`config.mk`:
```
export PLATFORM = sky130hd
export DESIGN_NAME = ilh_int_log
export DESIGN_NICKNAME = d
export VERILOG_FILES = /design/src/logic/ilh_pkg.sv /design/src/logic/ilh_event_capture.sv /design/src/logic/ilh_log_writer.sv /design/src/logic/ilh_int_log.sv
export SDC_FILE = /design/constraint.sdc
export NUM_CORES = 1
export LEC_CHECK = 0
export BUFFER_PORTS_ARGS = -buffer_cell sky130_fd_sc_hd__buf_2
export CORE_AREA = 2 2 145 147
export CTS_BUF_LIST = sky130_fd_sc_hd__clkbuf_4
export CTS_CLUSTER_DIAMETER = 80
export DETAILED_ROUTE_END_ITERATION = 8
export DIE_AREA = 0 0 147 149
export PLACE_DENSITY = 0.56
export SYNTH_ARGS = -nofsm -noshare
export SYNTH_HDL_FRONTEND = slang
export SYNTH_HIERARCHICAL = 1
export SYNTH_SLANG_ARGS = --single-unit
```
`constraint.sdc`:
```
create_clock -name mclk_i -period 6.5 [get_ports mclk_i]
set_input_delay 0.325 -clock mclk_i [delete_from_list [all_inputs] [get_ports mclk_i]]
set_output_delay 0.325 -clock mclk_i [all_outputs]
set_load 0.005 [all_outputs]
```
`src/logic/ilh_pkg.sv`:
```
package ilh_pkg;
  // register word addresses
  localparam logic [15:0] ADDR_HW_PEND = 16'h0006;
  localparam logic [15:0] ADDR_CNT_PTR = 16'h000a;
  localparam logic [15:0] ADDR_HW_EN   = 16'h000f;
  localparam logic [15:0] ADDR_HW_LINE = 16'h0013;
  localparam logic [15:0] ADDR_EXT_CFG = 16'h004d;
  // log buffer geometry
  localparam logic [8:0]  LOG_BASE     = 9'h180;
  localparam logic [8:0]  LOG_LAST     = 9'h1be;
  localparam logic [8:0]  LOG_STEP     = 9'h002;
  localparam logic [6:0]  CNT_MAX      = 7'h7f;
  localparam logic [6:0]  CNT_ONE      = 7'h01;
  // reset values
  localparam logic [15:0] CNT_PTR_RST  = 16'h0180;
  localparam logic [15:0] HW_EN_RST    = 16'h6000;
  localparam logic [15:0] HW_LINE_RST  = 16'h6000;
  localparam logic        BUSY_TAG_RST = 1'b0;
  // field positions and masks
  localparam logic [15:0] EVT_MASK     = 16'hfff8;
  localparam int          RT_SUM_BIT   = 2;
  localparam int          PARITY_BIT   = 14;
  localparam int          FRAMING_BIT  = 15;
  localparam int          BUSY_BIT     = 9;
  localparam int          BUSY_TAG_BIT = 2;
  localparam logic [15:0] HW_LOC_NONE  = 16'h0000;
  localparam logic [15:0] WORD_ZERO    = 16'h0000;

  // one log record
  typedef struct packed {
    logic [15:0] ident;
    logic [15:0] loc;
  } ilh_rec_t;

  // one RAM write
  typedef struct packed {
    logic        we;
    logic [15:0] addr;
    logic [15:0] data;
  } ilh_ram_wr_t;

  typedef enum logic [1:0] {
    ILH_IDLE   = 2'b00,
    ILH_WR_ID  = 2'b01,
    ILH_WR_LOC = 2'b11
  } ilh_log_st_t;
endpackage

```
`src/logic/ilh_event_capture.sv`:
```
`timescale 1ns/1ps
`default_nettype none
module ilh_event_capture (
  // clock and reset
  input  wire logic        mclk_i,
  input  wire logic        sys_rst_i,
  // events and enables
  input  wire logic [15:0] evt_i,
  input  wire logic [15:0] enable_i,
  input  wire logic        rd_clr_i,
  // captured flags
  output logic      [15:0] pend_o
);
  logic [15:0] pend_reg;
  logic [15:0] pend_next;

  // new events win over the read clear so none is lost
  always_comb begin
    pend_next = (rd_clr_i ? ilh_pkg::WORD_ZERO : pend_reg)
              | (evt_i & enable_i & ilh_pkg::EVT_MASK);
  end

  always_ff @(posedge mclk_i or posedge sys_rst_i) begin
    if (sys_rst_i) begin
      pend_reg <= 16'h0000;
    end else begin
      pend_reg <= pend_next;
    end
  end

  assign pend_o = pend_reg;

  a_pend_gated: assert property (@(posedge mclk_i) disable iff (sys_rst_i)
    rd_clr_i |=> (pend_reg & ~($past(evt_i) & $past(enable_i))) == 16'h0000)
    else $error("pending flag set without enabled event");
  a_read_clears: assert property (@(posedge mclk_i) disable iff (sys_rst_i)
    (rd_clr_i && (evt_i & enable_i) == 16'h0000) |=> pend_reg == 16'h0000)
    else $error("pending register not cleared by read");
endmodule
`default_nettype wire

```
`src/logic/ilh_log_writer.sv`:
```
`timescale 1ns/1ps
`default_nettype none
module ilh_log_writer (
  // clock and reset
  input  wire logic                  mclk_i,
  input  wire logic                  sys_rst_i,
  // record request
  input  wire logic                  rec_valid_i,
  input  wire ilh_pkg::ilh_rec_t     rec_i,
  output logic                       rec_ready_o,
  // count and pointer register
  input  wire logic                  cnt_clr_i,
  output logic [15:0]                cnt_ptr_o,
  // log RAM write port
  output var ilh_pkg::ilh_ram_wr_t   ram_wr_o
);
  ilh_pkg::ilh_log_st_t st_reg;
  ilh_pkg::ilh_log_st_t st_next;
  ilh_pkg::ilh_rec_t    rec_reg;
  ilh_pkg::ilh_rec_t    rec_next;
  ilh_pkg::ilh_ram_wr_t wr_reg;
  ilh_pkg::ilh_ram_wr_t wr_next;
  logic [8:0]           ptr_reg;
  logic [8:0]           ptr_next;
  logic [6:0]           cnt_reg;
  logic [6:0]           cnt_next;

  assign rec_ready_o = (st_reg == ilh_pkg::ILH_IDLE);

  // three cycles per record: accept, ident word, location word
  always_comb begin
    st_next  = st_reg;
    rec_next = rec_reg;
    wr_next  = '0;
    ptr_next = ptr_reg;
    cnt_next = cnt_clr_i ? 7'h00 : cnt_reg;
    case (st_reg)
      ilh_pkg::ILH_IDLE: begin
        if (rec_valid_i) begin
          rec_next = rec_i;
          wr_next  = '{we: 1'b1, addr: {7'h00, ptr_reg}, data: rec_i.ident};
          st_next  = ilh_pkg::ILH_WR_ID;
        end
      end
      ilh_pkg::ILH_WR_ID: begin
        wr_next = '{we: 1'b1, addr: {7'h00, ptr_reg | 9'h001}, data: rec_reg.loc};
        st_next = ilh_pkg::ILH_WR_LOC;
      end
      ilh_pkg::ILH_WR_LOC: begin
        // the pointer only moves once the pair is complete
        ptr_next = (ptr_reg == ilh_pkg::LOG_LAST) ? ilh_pkg::LOG_BASE
                 : ptr_reg + ilh_pkg::LOG_STEP;
        if (cnt_next != ilh_pkg::CNT_MAX) begin
          cnt_next = cnt_next + ilh_pkg::CNT_ONE;
        end
        st_next = ilh_pkg::ILH_IDLE;
      end
      default: begin
        st_next = ilh_pkg::ILH_IDLE;
      end
    endcase
  end

  always_ff @(posedge mclk_i or posedge sys_rst_i) begin
    if (sys_rst_i) begin
      st_reg  <= ilh_pkg::ILH_IDLE;
      rec_reg <= '0;
      wr_reg  <= '0;
      ptr_reg <= ilh_pkg::CNT_PTR_RST[8:0];
      cnt_reg <= ilh_pkg::CNT_PTR_RST[15:9];
    end else begin
      st_reg  <= st_next;
      rec_reg <= rec_next;
      wr_reg  <= wr_next;
      ptr_reg <= ptr_next;
      cnt_reg <= cnt_next;
    end
  end

  assign cnt_ptr_o = {cnt_reg, ptr_reg};
  assign ram_wr_o  = wr_reg;

  a_ptr_wrap: assert property (@(posedge mclk_i) disable iff (sys_rst_i)
    (st_reg == ilh_pkg::ILH_WR_LOC && ptr_reg == ilh_pkg::LOG_LAST)
      |=> ptr_reg == ilh_pkg::LOG_BASE)
    else $error("log pointer did not wrap");
  a_ptr_range: assert property (@(posedge mclk_i) disable iff (sys_rst_i)
    ptr_reg[8:6] == 3'b110 && !ptr_reg[0])
    else $error("log pointer out of buffer");
  a_word_pair: assert property (@(posedge mclk_i) disable iff (sys_rst_i)
    (rec_valid_i && rec_ready_o) |=> (wr_reg.we && !wr_reg.addr[0]
      && wr_reg.data == $past(rec_i.ident)) ##1 (wr_reg.we && wr_reg.addr[0]
      && wr_reg.data == $past(rec_i.loc, 2)) ##1 !wr_reg.we)
    else $error("log record not written as ident then location pair");
  a_cnt_hold: assert property (@(posedge mclk_i) disable iff (sys_rst_i)
    (cnt_reg == ilh_pkg::CNT_MAX && !cnt_clr_i) |=> cnt_reg == ilh_pkg::CNT_MAX)
    else $error("log count passed its limit");
  c_wrap: cover property (@(posedge mclk_i) disable iff (sys_rst_i)
    st_reg == ilh_pkg::ILH_WR_LOC && ptr_reg == ilh_pkg::LOG_LAST);
endmodule
`default_nettype wire

```
`src/logic/ilh_int_log.sv`:
```
`timescale 1ns/1ps
`default_nettype none
module ilh_int_log (
  // clock and reset
  input  wire logic                  mclk_i,
  input  wire logic                  sys_rst_i,
  // register access from the host port logic
  input  wire logic                  reg_rd_i,
  input  wire logic                  reg_wr_i,
  input  wire logic [15:0]           reg_addr_i,
  input  wire logic [15:0]           reg_wdata_i,
  output logic [15:0]                reg_rdata_o,
  // hardware event sources, one-cycle pulses
  input  wire logic [15:0]           hw_event_i,
  input  wire logic                  host_serial_framing_event_i,
  input  wire logic                  ram_parity_fault_i,
  input  wire logic [15:0]           ram_parity_addr_i,
  // terminal side, already enable gated by the terminal triplet
  input  wire logic [15:0]           rt_event_i,
  input  wire logic [15:0]           rt_desc_addr_i,
  input  wire logic                  rt_busy_i,
  input  wire logic                  rt_pend_any_i,
  input  wire logic                  rt_irq_i,
  // host interrupt and log RAM port
  output logic                       irq_n_o,
  output var ilh_pkg::ilh_ram_wr_t   ram_wr_o
);
  logic [15:0]       hw_en_reg;
  logic [15:0]       hw_en_next;
  logic [15:0]       hw_line_reg;
  logic [15:0]       hw_line_next;
  logic              busy_tag_reg;
  logic              busy_tag_next;
  logic [15:0]       rdata_reg;
  logic [15:0]       rdata_next;
  logic              irq_n_reg;
  logic              irq_n_next;
  ilh_pkg::ilh_rec_t hw_q_reg;
  ilh_pkg::ilh_rec_t hw_q_next;
  logic              hw_v_reg;
  logic              hw_v_next;
  ilh_pkg::ilh_rec_t rt_q_reg;
  ilh_pkg::ilh_rec_t rt_q_next;
  logic              rt_v_reg;
  logic              rt_v_next;

  logic [15:0]       hw_evt;
  logic [15:0]       hw_log;
  logic              par_log;
  logic [15:0]       rt_ident;
  logic [15:0]       hw_pend;
  logic [15:0]       hw_pend_view;
  logic              pend_rd;
  logic              cnt_rd;
  logic              wr_ready;
  logic              hw_take;
  logic              rt_take;
  logic              hw_keep;
  logic              rt_keep;
  logic [15:0]       cnt_ptr;
  ilh_pkg::ilh_rec_t wr_rec;

  // gather hardware sources into pending layout
  always_comb begin
    hw_evt = hw_event_i & ilh_pkg::EVT_MASK;
    hw_evt[ilh_pkg::FRAMING_BIT] = hw_event_i[ilh_pkg::FRAMING_BIT]
                                 | host_serial_framing_event_i;
    hw_evt[ilh_pkg::PARITY_BIT]  = hw_event_i[ilh_pkg::PARITY_BIT]
                                 | ram_parity_fault_i;
  end

  // only events whose enable was already set are recognised
  assign hw_log  = hw_evt & hw_en_reg & ilh_pkg::EVT_MASK;
  assign par_log = ram_parity_fault_i & hw_en_reg[ilh_pkg::PARITY_BIT];

  // terminal ident word: bit 2 marks a terminal record
  always_comb begin
    rt_ident = rt_event_i & ilh_pkg::EVT_MASK;
    rt_ident[ilh_pkg::RT_SUM_BIT] = 1'b1;
    if (busy_tag_reg) begin
      rt_ident[ilh_pkg::BUSY_BIT] = rt_busy_i;
    end
  end

  // read side effects decoded once; a read strobe lasts a single cycle
  assign pend_rd = reg_rd_i && (reg_addr_i == ilh_pkg::ADDR_HW_PEND);
  assign cnt_rd  = reg_rd_i && (reg_addr_i == ilh_pkg::ADDR_CNT_PTR);

  // pending flags; a clear that meets a new event keeps the event
  ilh_event_capture u_hw_pend (
    .mclk_i    (mclk_i),
    .sys_rst_i (sys_rst_i),
    .evt_i     (hw_evt),
    .enable_i  (hw_en_reg),
    .rd_clr_i  (pend_rd),
    .pend_o    (hw_pend)
  );

  // summary bit follows terminal pending directly, never stored here
  always_comb begin
    hw_pend_view = hw_pend & ilh_pkg::EVT_MASK;
    hw_pend_view[ilh_pkg::RT_SUM_BIT] = rt_pend_any_i;
  end

  // terminal records go first; they carry a message context
  assign rt_take = wr_ready && rt_v_reg;
  assign hw_take = wr_ready && hw_v_reg && !rt_v_reg;
  assign hw_keep = hw_v_reg && !hw_take;
  assign rt_keep = rt_v_reg && !rt_take;
  assign wr_rec  = rt_v_reg ? rt_q_reg : hw_q_reg;

  // record queues merge events that arrive while a record waits
  always_comb begin
    hw_q_next.ident = (hw_keep ? hw_q_reg.ident : ilh_pkg::WORD_ZERO) | hw_log;
    hw_q_next.loc   = hw_keep ? hw_q_reg.loc : ilh_pkg::HW_LOC_NONE;
    if (par_log) begin
      hw_q_next.loc = ram_parity_addr_i;
    end
    hw_v_next = hw_keep || (hw_log != ilh_pkg::WORD_ZERO);
    rt_q_next = rt_keep ? rt_q_reg : '0;
    rt_v_next = rt_keep;
    // busy with no event is not a cause and leaves the queue alone
    if ((rt_event_i & ilh_pkg::EVT_MASK) != ilh_pkg::WORD_ZERO) begin
      rt_q_next.ident = (rt_keep ? rt_q_reg.ident : ilh_pkg::WORD_ZERO) | rt_ident;
      rt_q_next.loc   = rt_keep ? rt_q_reg.loc : rt_desc_addr_i;
      rt_v_next       = 1'b1;
    end
  end

  // one writer serves both queues and takes a record only when idle
  ilh_log_writer u_writer (
    .mclk_i      (mclk_i),
    .sys_rst_i   (sys_rst_i),
    .rec_valid_i (rt_v_reg || hw_v_reg),
    .rec_i       (wr_rec),
    .rec_ready_o (wr_ready),
    .cnt_clr_i   (cnt_rd),
    .cnt_ptr_o   (cnt_ptr),
    .ram_wr_o    (ram_wr_o)
  );

  // writable registers; unused low bits are not stored
  always_comb begin
    hw_en_next    = hw_en_reg;
    hw_line_next  = hw_line_reg;
    busy_tag_next = busy_tag_reg;
    if (reg_wr_i) begin
      if (reg_addr_i == ilh_pkg::ADDR_HW_EN) begin
        hw_en_next = reg_wdata_i & ilh_pkg::EVT_MASK;
      end else if (reg_addr_i == ilh_pkg::ADDR_HW_LINE) begin
        hw_line_next = reg_wdata_i & ilh_pkg::EVT_MASK;
      end else if (reg_addr_i == ilh_pkg::ADDR_EXT_CFG) begin
        busy_tag_next = reg_wdata_i[ilh_pkg::BUSY_TAG_BIT];
      end
    end
  end

  // read data is registered; unmapped addresses read zero
  always_comb begin
    rdata_next = rdata_reg;
    if (reg_rd_i) begin
      if (reg_addr_i == ilh_pkg::ADDR_HW_PEND) begin
        rdata_next = hw_pend_view;
      end else if (reg_addr_i == ilh_pkg::ADDR_CNT_PTR) begin
        rdata_next = cnt_ptr;
      end else if (reg_addr_i == ilh_pkg::ADDR_HW_EN) begin
        rdata_next = hw_en_reg;
      end else if (reg_addr_i == ilh_pkg::ADDR_HW_LINE) begin
        rdata_next = hw_line_reg;
      end else if (reg_addr_i == ilh_pkg::ADDR_EXT_CFG) begin
        rdata_next = ilh_pkg::WORD_ZERO;
        rdata_next[ilh_pkg::BUSY_TAG_BIT] = busy_tag_reg;
      end else begin
        rdata_next = ilh_pkg::WORD_ZERO;
      end
    end
  end

  // one shared line: any line-enabled flag holds it low until read
  always_comb begin
    irq_n_next = !(((hw_pend & hw_line_reg & ilh_pkg::EVT_MASK) != ilh_pkg::WORD_ZERO)
                   || rt_irq_i);
  end

  // all register state of this level shares the one async reset
  always_ff @(posedge mclk_i or posedge sys_rst_i) begin
    if (sys_rst_i) begin
      hw_en_reg    <= ilh_pkg::HW_EN_RST;
      hw_line_reg  <= ilh_pkg::HW_LINE_RST;
      busy_tag_reg <= ilh_pkg::BUSY_TAG_RST;
      rdata_reg    <= 16'h0000;
      irq_n_reg    <= 1'b1;
      hw_q_reg     <= '0;
      hw_v_reg     <= 1'b0;
      rt_q_reg     <= '0;
      rt_v_reg     <= 1'b0;
    end else begin
      hw_en_reg    <= hw_en_next;
      hw_line_reg  <= hw_line_next;
      busy_tag_reg <= busy_tag_next;
      rdata_reg    <= rdata_next;
      irq_n_reg    <= irq_n_next;
      hw_q_reg     <= hw_q_next;
      hw_v_reg     <= hw_v_next;
      rt_q_reg     <= rt_q_next;
      rt_v_reg     <= rt_v_next;
    end
  end

  // both outputs come straight from flip-flops, so no glitch reaches the host
  assign reg_rdata_o = rdata_reg;
  assign irq_n_o     = irq_n_reg;

  a_irq_or: assert property (@(posedge mclk_i) disable iff (sys_rst_i)
    (rt_irq_i || (hw_pend & hw_line_reg) != 16'h0000) |=> !irq_n_o)
    else $error("interrupt line not asserted");
  a_summary_bit: assert property (@(posedge mclk_i) disable iff (sys_rst_i)
    pend_rd |=> reg_rdata_o[2] == $past(rt_pend_any_i))
    else $error("summary bit does not follow terminal pending");
  a_busy_alone: assert property (@(posedge mclk_i) disable iff (sys_rst_i)
    (!rt_v_reg && (rt_event_i & ilh_pkg::EVT_MASK) == 16'h0000) |=> !rt_v_reg)
    else $error("terminal record without terminal event");
  a_busy_flag: assert property (@(posedge mclk_i) disable iff (sys_rst_i)
    (!rt_v_reg && busy_tag_reg && (rt_event_i & ilh_pkg::EVT_MASK) != 16'h0000)
      |=> rt_q_reg.ident[9] == $past(rt_busy_i) && rt_q_reg.ident[2])
    else $error("busy flag or terminal mark wrong");
  a_rt_loc: assert property (@(posedge mclk_i) disable iff (sys_rst_i)
    (!rt_v_reg && (rt_event_i & ilh_pkg::EVT_MASK) != 16'h0000)
      |=> rt_q_reg.loc == $past(rt_desc_addr_i))
    else $error("terminal location word wrong");
  a_hw_loc: assert property (@(posedge mclk_i) disable iff (sys_rst_i)
    (!hw_v_reg && !par_log && hw_log != 16'h0000) |=> hw_q_reg.loc == 16'h0000)
    else $error("hardware location word not zero");
  a_par_loc: assert property (@(posedge mclk_i) disable iff (sys_rst_i)
    par_log |=> hw_v_reg && hw_q_reg.loc == $past(ram_parity_addr_i))
    else $error("parity address not recorded");
  a_hw_ident: assert property (@(posedge mclk_i) disable iff (sys_rst_i)
    (!hw_v_reg && hw_log != 16'h0000) |=> hw_q_reg.ident == $past(hw_log))
    else $error("hardware ident word wrong");

  // checks on the triplet and the record queues
  // a hardware record only starts from an enabled event
  a_hw_gated: assert property (@(posedge mclk_i) disable iff (sys_rst_i)
    (!hw_v_reg && hw_log == 16'h0000) |=> !hw_v_reg)
    else $error("hardware record without enabled event");
  // a new pending bit needs an event and its enable one cycle earlier
  a_pend_enabled: assert property (@(posedge mclk_i) disable iff (sys_rst_i)
    1'b1 |=> (hw_pend & ~$past(hw_pend) & ~($past(hw_evt) & $past(hw_en_reg))) == 16'h0000)
    else $error("pending flag set by a disabled event");
  // the framing event lands in bit 15
  a_framing_pend: assert property (@(posedge mclk_i) disable iff (sys_rst_i)
    (host_serial_framing_event_i && hw_en_reg[15]) |=> hw_pend[15])
    else $error("framing event not captured");
  // bits 2:0 are never stored in the triplet
  a_low_bits: assert property (@(posedge mclk_i) disable iff (sys_rst_i)
    (hw_en_reg[2:0] | hw_line_reg[2:0] | hw_pend[2:0]) == 3'h0)
    else $error("low bits stored in hardware triplet");
  // a hardware ident never carries the terminal mark
  a_hw_mark: assert property (@(posedge mclk_i) disable iff (sys_rst_i)
    hw_v_reg |-> hw_q_reg.ident[2:0] == 3'h0)
    else $error("hardware ident word has low bits set");
  // untagged terminal ident: event bits and the mark, nothing else
  a_rt_ident: assert property (@(posedge mclk_i) disable iff (sys_rst_i)
    (!rt_v_reg && !busy_tag_reg && (rt_event_i & ilh_pkg::EVT_MASK) != 16'h0000)
      |=> rt_q_reg.ident == (($past(rt_event_i) & ilh_pkg::EVT_MASK) | 16'h0004))
    else $error("terminal ident word wrong");
  // a waiting record keeps every bit it has gathered
  a_merge_keep: assert property (@(posedge mclk_i) disable iff (sys_rst_i)
    hw_keep |=> (hw_q_reg.ident & $past(hw_q_reg.ident)) == $past(hw_q_reg.ident))
    else $error("waiting record lost an event bit");
  // a waiting record keeps its location unless parity fails
  a_loc_keep: assert property (@(posedge mclk_i) disable iff (sys_rst_i)
    (hw_keep && !par_log) |=> hw_q_reg.loc == $past(hw_q_reg.loc))
    else $error("waiting location word changed");
  // busy with no event leaves a waiting terminal record alone
  a_rt_quiet: assert property (@(posedge mclk_i) disable iff (sys_rst_i)
    (rt_keep && (rt_event_i & ilh_pkg::EVT_MASK) == 16'h0000) |=> rt_q_reg == $past(rt_q_reg))
    else $error("terminal record changed by busy alone");
  // no cause leaves the shared line high
  a_irq_quiet: assert property (@(posedge mclk_i) disable iff (sys_rst_i)
    (!rt_irq_i && (hw_pend & hw_line_reg) == 16'h0000) |=> irq_n_o)
    else $error("interrupt line asserted without cause");
  // a pending read shows the view and keeps only this cycle's events
  a_pend_read: assert property (@(posedge mclk_i) disable iff (sys_rst_i)
    pend_rd |=> reg_rdata_o == $past(hw_pend_view) && hw_pend == $past(hw_log))
    else $error("pending read value or clear wrong");
  // a count read shows count and pointer as they stood
  a_count_read: assert property (@(posedge mclk_i) disable iff (sys_rst_i)
    cnt_rd |=> reg_rdata_o == $past(cnt_ptr))
    else $error("count and pointer read wrong");
  // the writer is busy for exactly the two words of a record
  a_two_words: assert property (@(posedge mclk_i) disable iff (sys_rst_i)
    (wr_ready && (rt_v_reg || hw_v_reg)) |=> !wr_ready ##1 !wr_ready ##1 wr_ready)
    else $error("record did not take two write cycles");

  c_multi_rt: cover property (@(posedge mclk_i) disable iff (sys_rst_i)
    $countones(rt_event_i & ilh_pkg::EVT_MASK) > 1);
  c_parity: cover property (@(posedge mclk_i) disable iff (sys_rst_i) par_log);
  c_irq: cover property (@(posedge mclk_i) disable iff (sys_rst_i) $fell(irq_n_o));
  // a new event folding into a record that still waits
  c_merge: cover property (@(posedge mclk_i) disable iff (sys_rst_i)
    hw_keep && hw_log != 16'h0000);
endmodule
`default_nettype wire

```
### After elaboration in Yosys (flattened, before gate mapping)

Index checks and enable logic that the tools add are counted.

| storage, ports and cells | value |
|---|---|
| flip-flop bits (word level) | 193 |
| bits of input ports | 105 |
| output and inout port bits | 50 |
| word-level logic and storage cells | 89 |

| cells by class | value |
|---|---|
| add/subtract/negate cells | 2 |
| eq/ne operators | 12 |
| muxes and demuxes | 24 |
| bitwise gates (word level) | 10 |
| reduce and logical (&&, ||, !) cells | 22 |

Operators with widths:

| kind | number |
|---|---|
| 16-bit 2-to-1 mux | 10 |
| 32-bit 2-to-1 mux | 3 |
| 33-bit one-hot mux with 2 select lines | 1 |
| 16-bit bitwise OR | 3 |
| 16-bit nonzero test | 3 |
| 33-bit 2-to-1 mux | 1 |
| 16-bit AND | 2 |
| 16-bit by 4-bit equality test with 1-bit output (second input constant) | 2 |
| 7-bit 2-to-1 mux | 3 |
| 16-bit by 3-bit equality test with 1-bit output (second input constant) | 1 |
| 16-bit by 5-bit equality test with 1-bit output (second input constant) | 1 |
| 16-bit by 7-bit equality test with 1-bit output (second input constant) | 1 |
| 9-bit by 2-bit adder with 9-bit output (second input constant) | 1 |
| 9-bit equality test (second input constant) | 1 |
| 9-bit 2-to-1 mux | 1 |
| 7-bit by 1-bit adder with 7-bit output (second input constant) | 1 |
| 1-bit logical AND | 7 |
| 7-bit inequality test (second input constant) | 1 |
| 1-bit zero test | 4 |
| 2-bit by 1-bit inequality test with 1-bit output (second input constant) | 2 |
| 2-bit one-hot mux with 2 select lines | 1 |
| 2-bit AND reduction | 2 |
| 4-bit AND reduction | 1 |
| 1-bit logical OR | 3 |
| other kinds (11) | 14 |

### Longest topological paths before layout

| logic depth | value |
|---|---|
| depth in word-level cells | 7 |
| gate-level depth with buffers | 10 |
| gate-level depth less buffers | 10 |

### By module

The synthesis kept the hierarchy.

By module, submodules not included:

| module | instances | cells an instance | area an instance (µm²) | sequential area each (µm²) |
|---|---|---|---|---|
| ilh_int_log | 1 | 482 | 5129.9 | 2633.8 |
| ilh_log_writer | 1 | 179 | 2346.0 | 1478.9 |
| ilh_event_capture | 1 | 58 | 566.8 | 325.3 |

### Least setup slack after synthesis

No wires, ideal clock.

| path | value |
|---|---|
| kind | input port to flip-flop |
| from | input reg_addr_i[10] |
| to | register u_writer.cnt_reg[5] |
| library setup time | 0.066 ns |
| arrival | 2.575 ns |
| data required time | 6.434 ns |
| slack | 3.859 ns |
| stages | 10 |
| buffers on the path | 0 |
| path through | nor4_4 > nand3_1 > nor3b_1 > and2_1 > nor2b_1 > ha_1 > nand4_1 > o2111ai_1 > or4_1 > nand2_1 |

| on the way | value |
|---|---|
| longest elaborated chain between the ends | 6 |
| elaborated cells on any way between the ends | 7 |
| those cells by class | add/sub: 1; eq/ne: 2; mux: 3; reduce/logical: 1 |

Ends and longest elaborated chain:

| item | line | source |
|---|---|---|
| start: declaration | ilh_int_log.sv:10 | `input wire logic [15:0] reg_addr_i,` |
| 16-bit by 4-bit equality test with 1-bit output (*) | ilh_int_log.sv:87 | `assign cnt_rd = reg_rd_i && (reg_addr_i == ilh_pkg::ADDR_CNT_PTR);` |
| 1-bit logical AND (*) | ilh_int_log.sv:87 |  |
| net cnt_rd | ilh_int_log.sv:54 | `logic cnt_rd;` |
| 7-bit 2-to-1 mux (*) | ilh_log_writer.sv:36 | `cnt_next = cnt_clr_i ? 7'h00 : cnt_reg;` |
| 7-bit by 1-bit adder with 7-bit output or 7-bit inequality test (tied branches) | ilh_log_writer.sv:54, ilh_log_writer.sv:53 |  |
| 7-bit 2-to-1 mux | ilh_log_writer.sv:53 | `if (cnt_next != ilh_pkg::CNT_MAX) begin` |
| 7-bit 2-to-1 mux (*) | ilh_log_writer.sv:37 | `case (st_reg)` |
| net u_writer.cnt_next[5] | ilh_log_writer.sv:26 | `logic [6:0] cnt_next;` |
| end signal: assignment | ilh_log_writer.sv:70 | `cnt_reg <= ilh_pkg::CNT_PTR_RST[15:9];` |
| end signal: assignment | ilh_log_writer.sv:76 | `cnt_reg <= cnt_next;` |
| end: declaration | ilh_log_writer.sv:25 | `logic [6:0] cnt_reg;` |

The timed path passes the listed nets; every way through them passes the cells marked *.
A chain may end at the register's enable or synchronous reset.

### Worst setup path in the final report

Same ends and word-level chain as after synthesis.

==> results.sh <==
export IMPL_floorplan_io_pins=155
export IMPL_layout_cell_area_non_filler_mm2=0.00988
export IMPL_max_freq_ghz=0.331
export IMPL_syn2layout_area_growth_pct=23.2
export IMPL_finalNetCount=1019
export IMPL_wl_per_cell_um=18.1
export IMPL_worst_setup_path_start_kind="primary input"
export IMPL_maxSlewHeadroom_pct=29.3
export IMPL_post_route_cells_drive_above_1_share_pct=30.5
export IMPL_htreeDepth=4
export IMPL_ant_nets=0
export IMPL_netSwitchingPower_w=0.000506
export IMPL_timing_final_crit_period_ps=3020
export IMPL_gp_congestion=0.785
export IMPL_grt_start_max_net_pins=68
export IMPL_grt_pass1_vias=6175
export IMPL_chipWidth_um=147
export IMPL_hold_worst_slack_ps=49.4
export IMPL_clk_latency_ps=580
export IMPL_post_route_drc_violation_count=0
export IMPL_critical_path_required_ps=7010
export IMPL_die_area_mm2=0.0219
export IMPL_die_h_um=149
export IMPL_total_leakage_power_nw=4.70
export IMPL_ctsRootBufferMaster="sky130_fd_sc_hd__clkbuf_4"
export IMPL_crit_slowest_cell="sky130_fd_sc_hd__nor3b_1"
export IMPL_setup_viol=0
export IMPL_post_cts_resized_instances=0
export IMPL_worst_path_dominant_cell_family="simple AND/OR/NAND/NOR gates"
export IMPL_critical_path_max_stage_delay_ps=610
export IMPL_report_final_hold_viol_count=0
export IMPL_layout_worst_path_cycle_share_pct=46.5
export IMPL_outcome="finished, final reports clean"
export IMPL_worstPathCellList="buf_2, nor4_4, nand3_1, nor3b_1, and2_1, nor2b_1, ha_1, nand4_1, o2111ai_1, or4_1, nand2_1"
export IMPL_criticalPathCategory="in -> reg"
export IMPL_power_density_mw_per_mm2=194
export IMPL_wire_length_of_the_first_global_routing_pass_um=34500
export IMPL_pwr_share_clk_pct=31.4
export IMPL_floorplan_initialDensity_pct=39.0
export IMPL_hold_path_class="in -> reg"
export IMPL_cts_sinks=177
export IMPL_core_mm2=0.0206
export IMPL_cp_data_arrival_time_ps=3530
export IMPL_post_synth_instance_area_mm2=0.00802
export IMPL_max_cap_viol_count=0
export IMPL_fin_setup_tns_ps=0
export IMPL_power_frac_seq_pct=59.6
export IMPL_avg_synthesized_cell_area_um2=11.2
export IMPL_worstMarginPinSlew_ps=1050
export IMPL_max_slew_violations=0
export IMPL_antenna_violations_before_repair=1
export IMPL_max_ffs_per_register=30
export IMPL_worstSetupEndpointType="flip-flop"
export IMPL_viasPerCell=5.07
export IMPL_cts_buffer_depth=2
export IMPL_number_of_warnings_printed_during_yosys_synthesis=6
export IMPL_fin_cells=1201
export IMPL_rows=53
export IMPL_firstDrtPassIters=4
export IMPL_syn_inst=715
export IMPL_drt_iter0_drc=299
export IMPL_wirelength_routed_um=21800
export IMPL_detailroute_via_count=6086
export IMPL_cts_tree="built"
export IMPL_detailed_place_area_mm2=0.00891
export IMPL_globalRouteOverflowTotal=0
export IMPL_cts_clk_slew_worst_paths_ps=130
export IMPL_swShare_pct=26.4
export IMPL_cell_internal_pwr_w=0.00141
export IMPL_post_layout_total_power_w=0.00191
export IMPL_cells_after_dpl=1098
export IMPL_critical_path_buf_inv_count=1
export IMPL_combPwrFrac_pct=9.1
export IMPL_track_usage_pct=20.5
export IMPL_detailed_place_hpwl_um=14800
export IMPL_rsz0062_at_grt="no"
export IMPL_number_of_clock_buffers_inserted_by_tritoncts=17
export IMPL_finalClockSkew_ps=26.5
export IMPL_path_max_fanout=17
export IMPL_port_buffers=139
export IMPL_vdd_ir_drop_worst_mv=0.0931
-- metrics by stage --
| stage | utilization (%) | setup slack, ps |
|---|---|---|
| 6_report | 48.0 | 3480 |
| 5_1_grt | 48.0 | 3240 |
| 4_1_cts | 48.0 | 3490 |
| 3_5_place_dp | 43.4 | 2890 |
| 3_3_place_gp | 43.4 | 2920 |
| 2_1_floorplan | - | 3420 |
-- placed cells by master, fill, tap and decap left out, types with 4 or more instances in the layout --
cell / count
sky130_fd_sc_hd__nor2_1: 23
sky130_fd_sc_hd__nor2b_1: 10
sky130_fd_sc_hd__o21ai_0: 20
sky130_fd_sc_hd__a22o_1: 29
sky130_fd_sc_hd__nand3_1: 23
sky130_fd_sc_hd__mux2_4: 10
sky130_fd_sc_hd__and2_1: 13
sky130_fd_sc_hd__xnor2_1: 7
sky130_fd_sc_hd__a21o_1: 24
sky130_fd_sc_hd__a21oi_1: 4
sky130_fd_sc_hd__o21a_1: 12
sky130_fd_sc_hd__inv_1: 17
sky130_fd_sc_hd__dlygate4sd3_1: 70
sky130_fd_sc_hd__nand4_1: 4
sky130_fd_sc_hd__buf_2: 139
sky130_fd_sc_hd__dfrtp_1: 170
sky130_fd_sc_hd__nor4_1: 14
sky130_fd_sc_hd__nor3_1: 5
sky130_fd_sc_hd__buf_4: 10
sky130_fd_sc_hd__mux2_2: 60
sky130_fd_sc_hd__clkbuf_4: 17
sky130_fd_sc_hd__dfstp_2: 7
sky130_fd_sc_hd__a22oi_1: 19
sky130_fd_sc_hd__o21ai_2: 10
sky130_fd_sc_hd__nand2_1: 117
sky130_fd_sc_hd__conb_1: 10
sky130_fd_sc_hd__a211oi_1: 13
sky130_fd_sc_hd__inv_6: 4
-- worst reg2reg max path, cell delays in order (launching register included) --
cell	delay (ps)
sky130_fd_sc_hd__dfrtp_1	420
sky130_fd_sc_hd__nor2b_1	220
sky130_fd_sc_hd__ha_1	230
sky130_fd_sc_hd__nand4_1	150
sky130_fd_sc_hd__or3_1	390
sky130_fd_sc_hd__nand2_1	120
sky130_fd_sc_hd__mux2_1	320
-- path summary, 6_finish.rpt --
kind	startpoint	end	slack (ps)	depth (start not counted)
max reg2reg	u_writer/cnt_reg[0]$_DFF_PP0_	u_writer/cnt_reg[1]$_DFF_PP0_	4550	6
min in group asynchronous	sys_rst_i	reg_rdata_o[10]$_DFFE_PP0P_	340	3
min	hw_event_i[11]	u_hw_pend/pend_o[11]$_DFF_PP0_	50	3
max in group asynchronous	sys_rst_i	hw_q_reg[25]$_DFF_PP0_	4860	4
min reg2reg	rt_q_reg[31]$_DFFE_PP0P_	rt_q_reg[31]$_DFFE_PP0P_	490	1
max	reg_addr_i[10]	u_writer/cnt_reg[5]$_DFF_PP0_	3480	11
-- layout make-up --
cell class	instances	area (um2)
multi-input combinational	478	3290
antenna	1	2.50
inverter	19	73.8
tap	275	344
clock buffer	17	128
clock inverter	15	133
sequential	177	4440
timing repair buffer	219	1470
fill	1990	10700
-- metal layers --
| metal | vias up | track usage (%) | part of all wire (%) |
|---|---|---|---|
| li1 | 2922 | - | - |
| met1 | 2979 | 28.2 | 46 |
| met2 | 165 | 33.7 | 48 |
| met3 | 20 | 3.09 | 4.5 |
| met4 | 0 | 6.54 | 1.5 |
| met5 | - | 0 | 0 |
-- power groups by stage --
stage	clock network (W)	logic (W)	registers [W]
after CTS	0.000620	0.000176	0.00114
after global placement	0	0.000142	0.00116
after floorplan	0	0.0000734	0.00116
after detailed placement	0	0.000144	0.00116
after global routing	0.000666	0.000193	0.00114
final	0.000601	0.000174	0.00114
-- repair_timing --
item / in CTS / in global routing
setup buffers: 0 / 0
hold endpoints to repair: 169 / 0
endpoints found under the setup margin: 0 / 0
hold buffers: 70 / 0
Note: power is estimated with default switching activity, not from simulation.
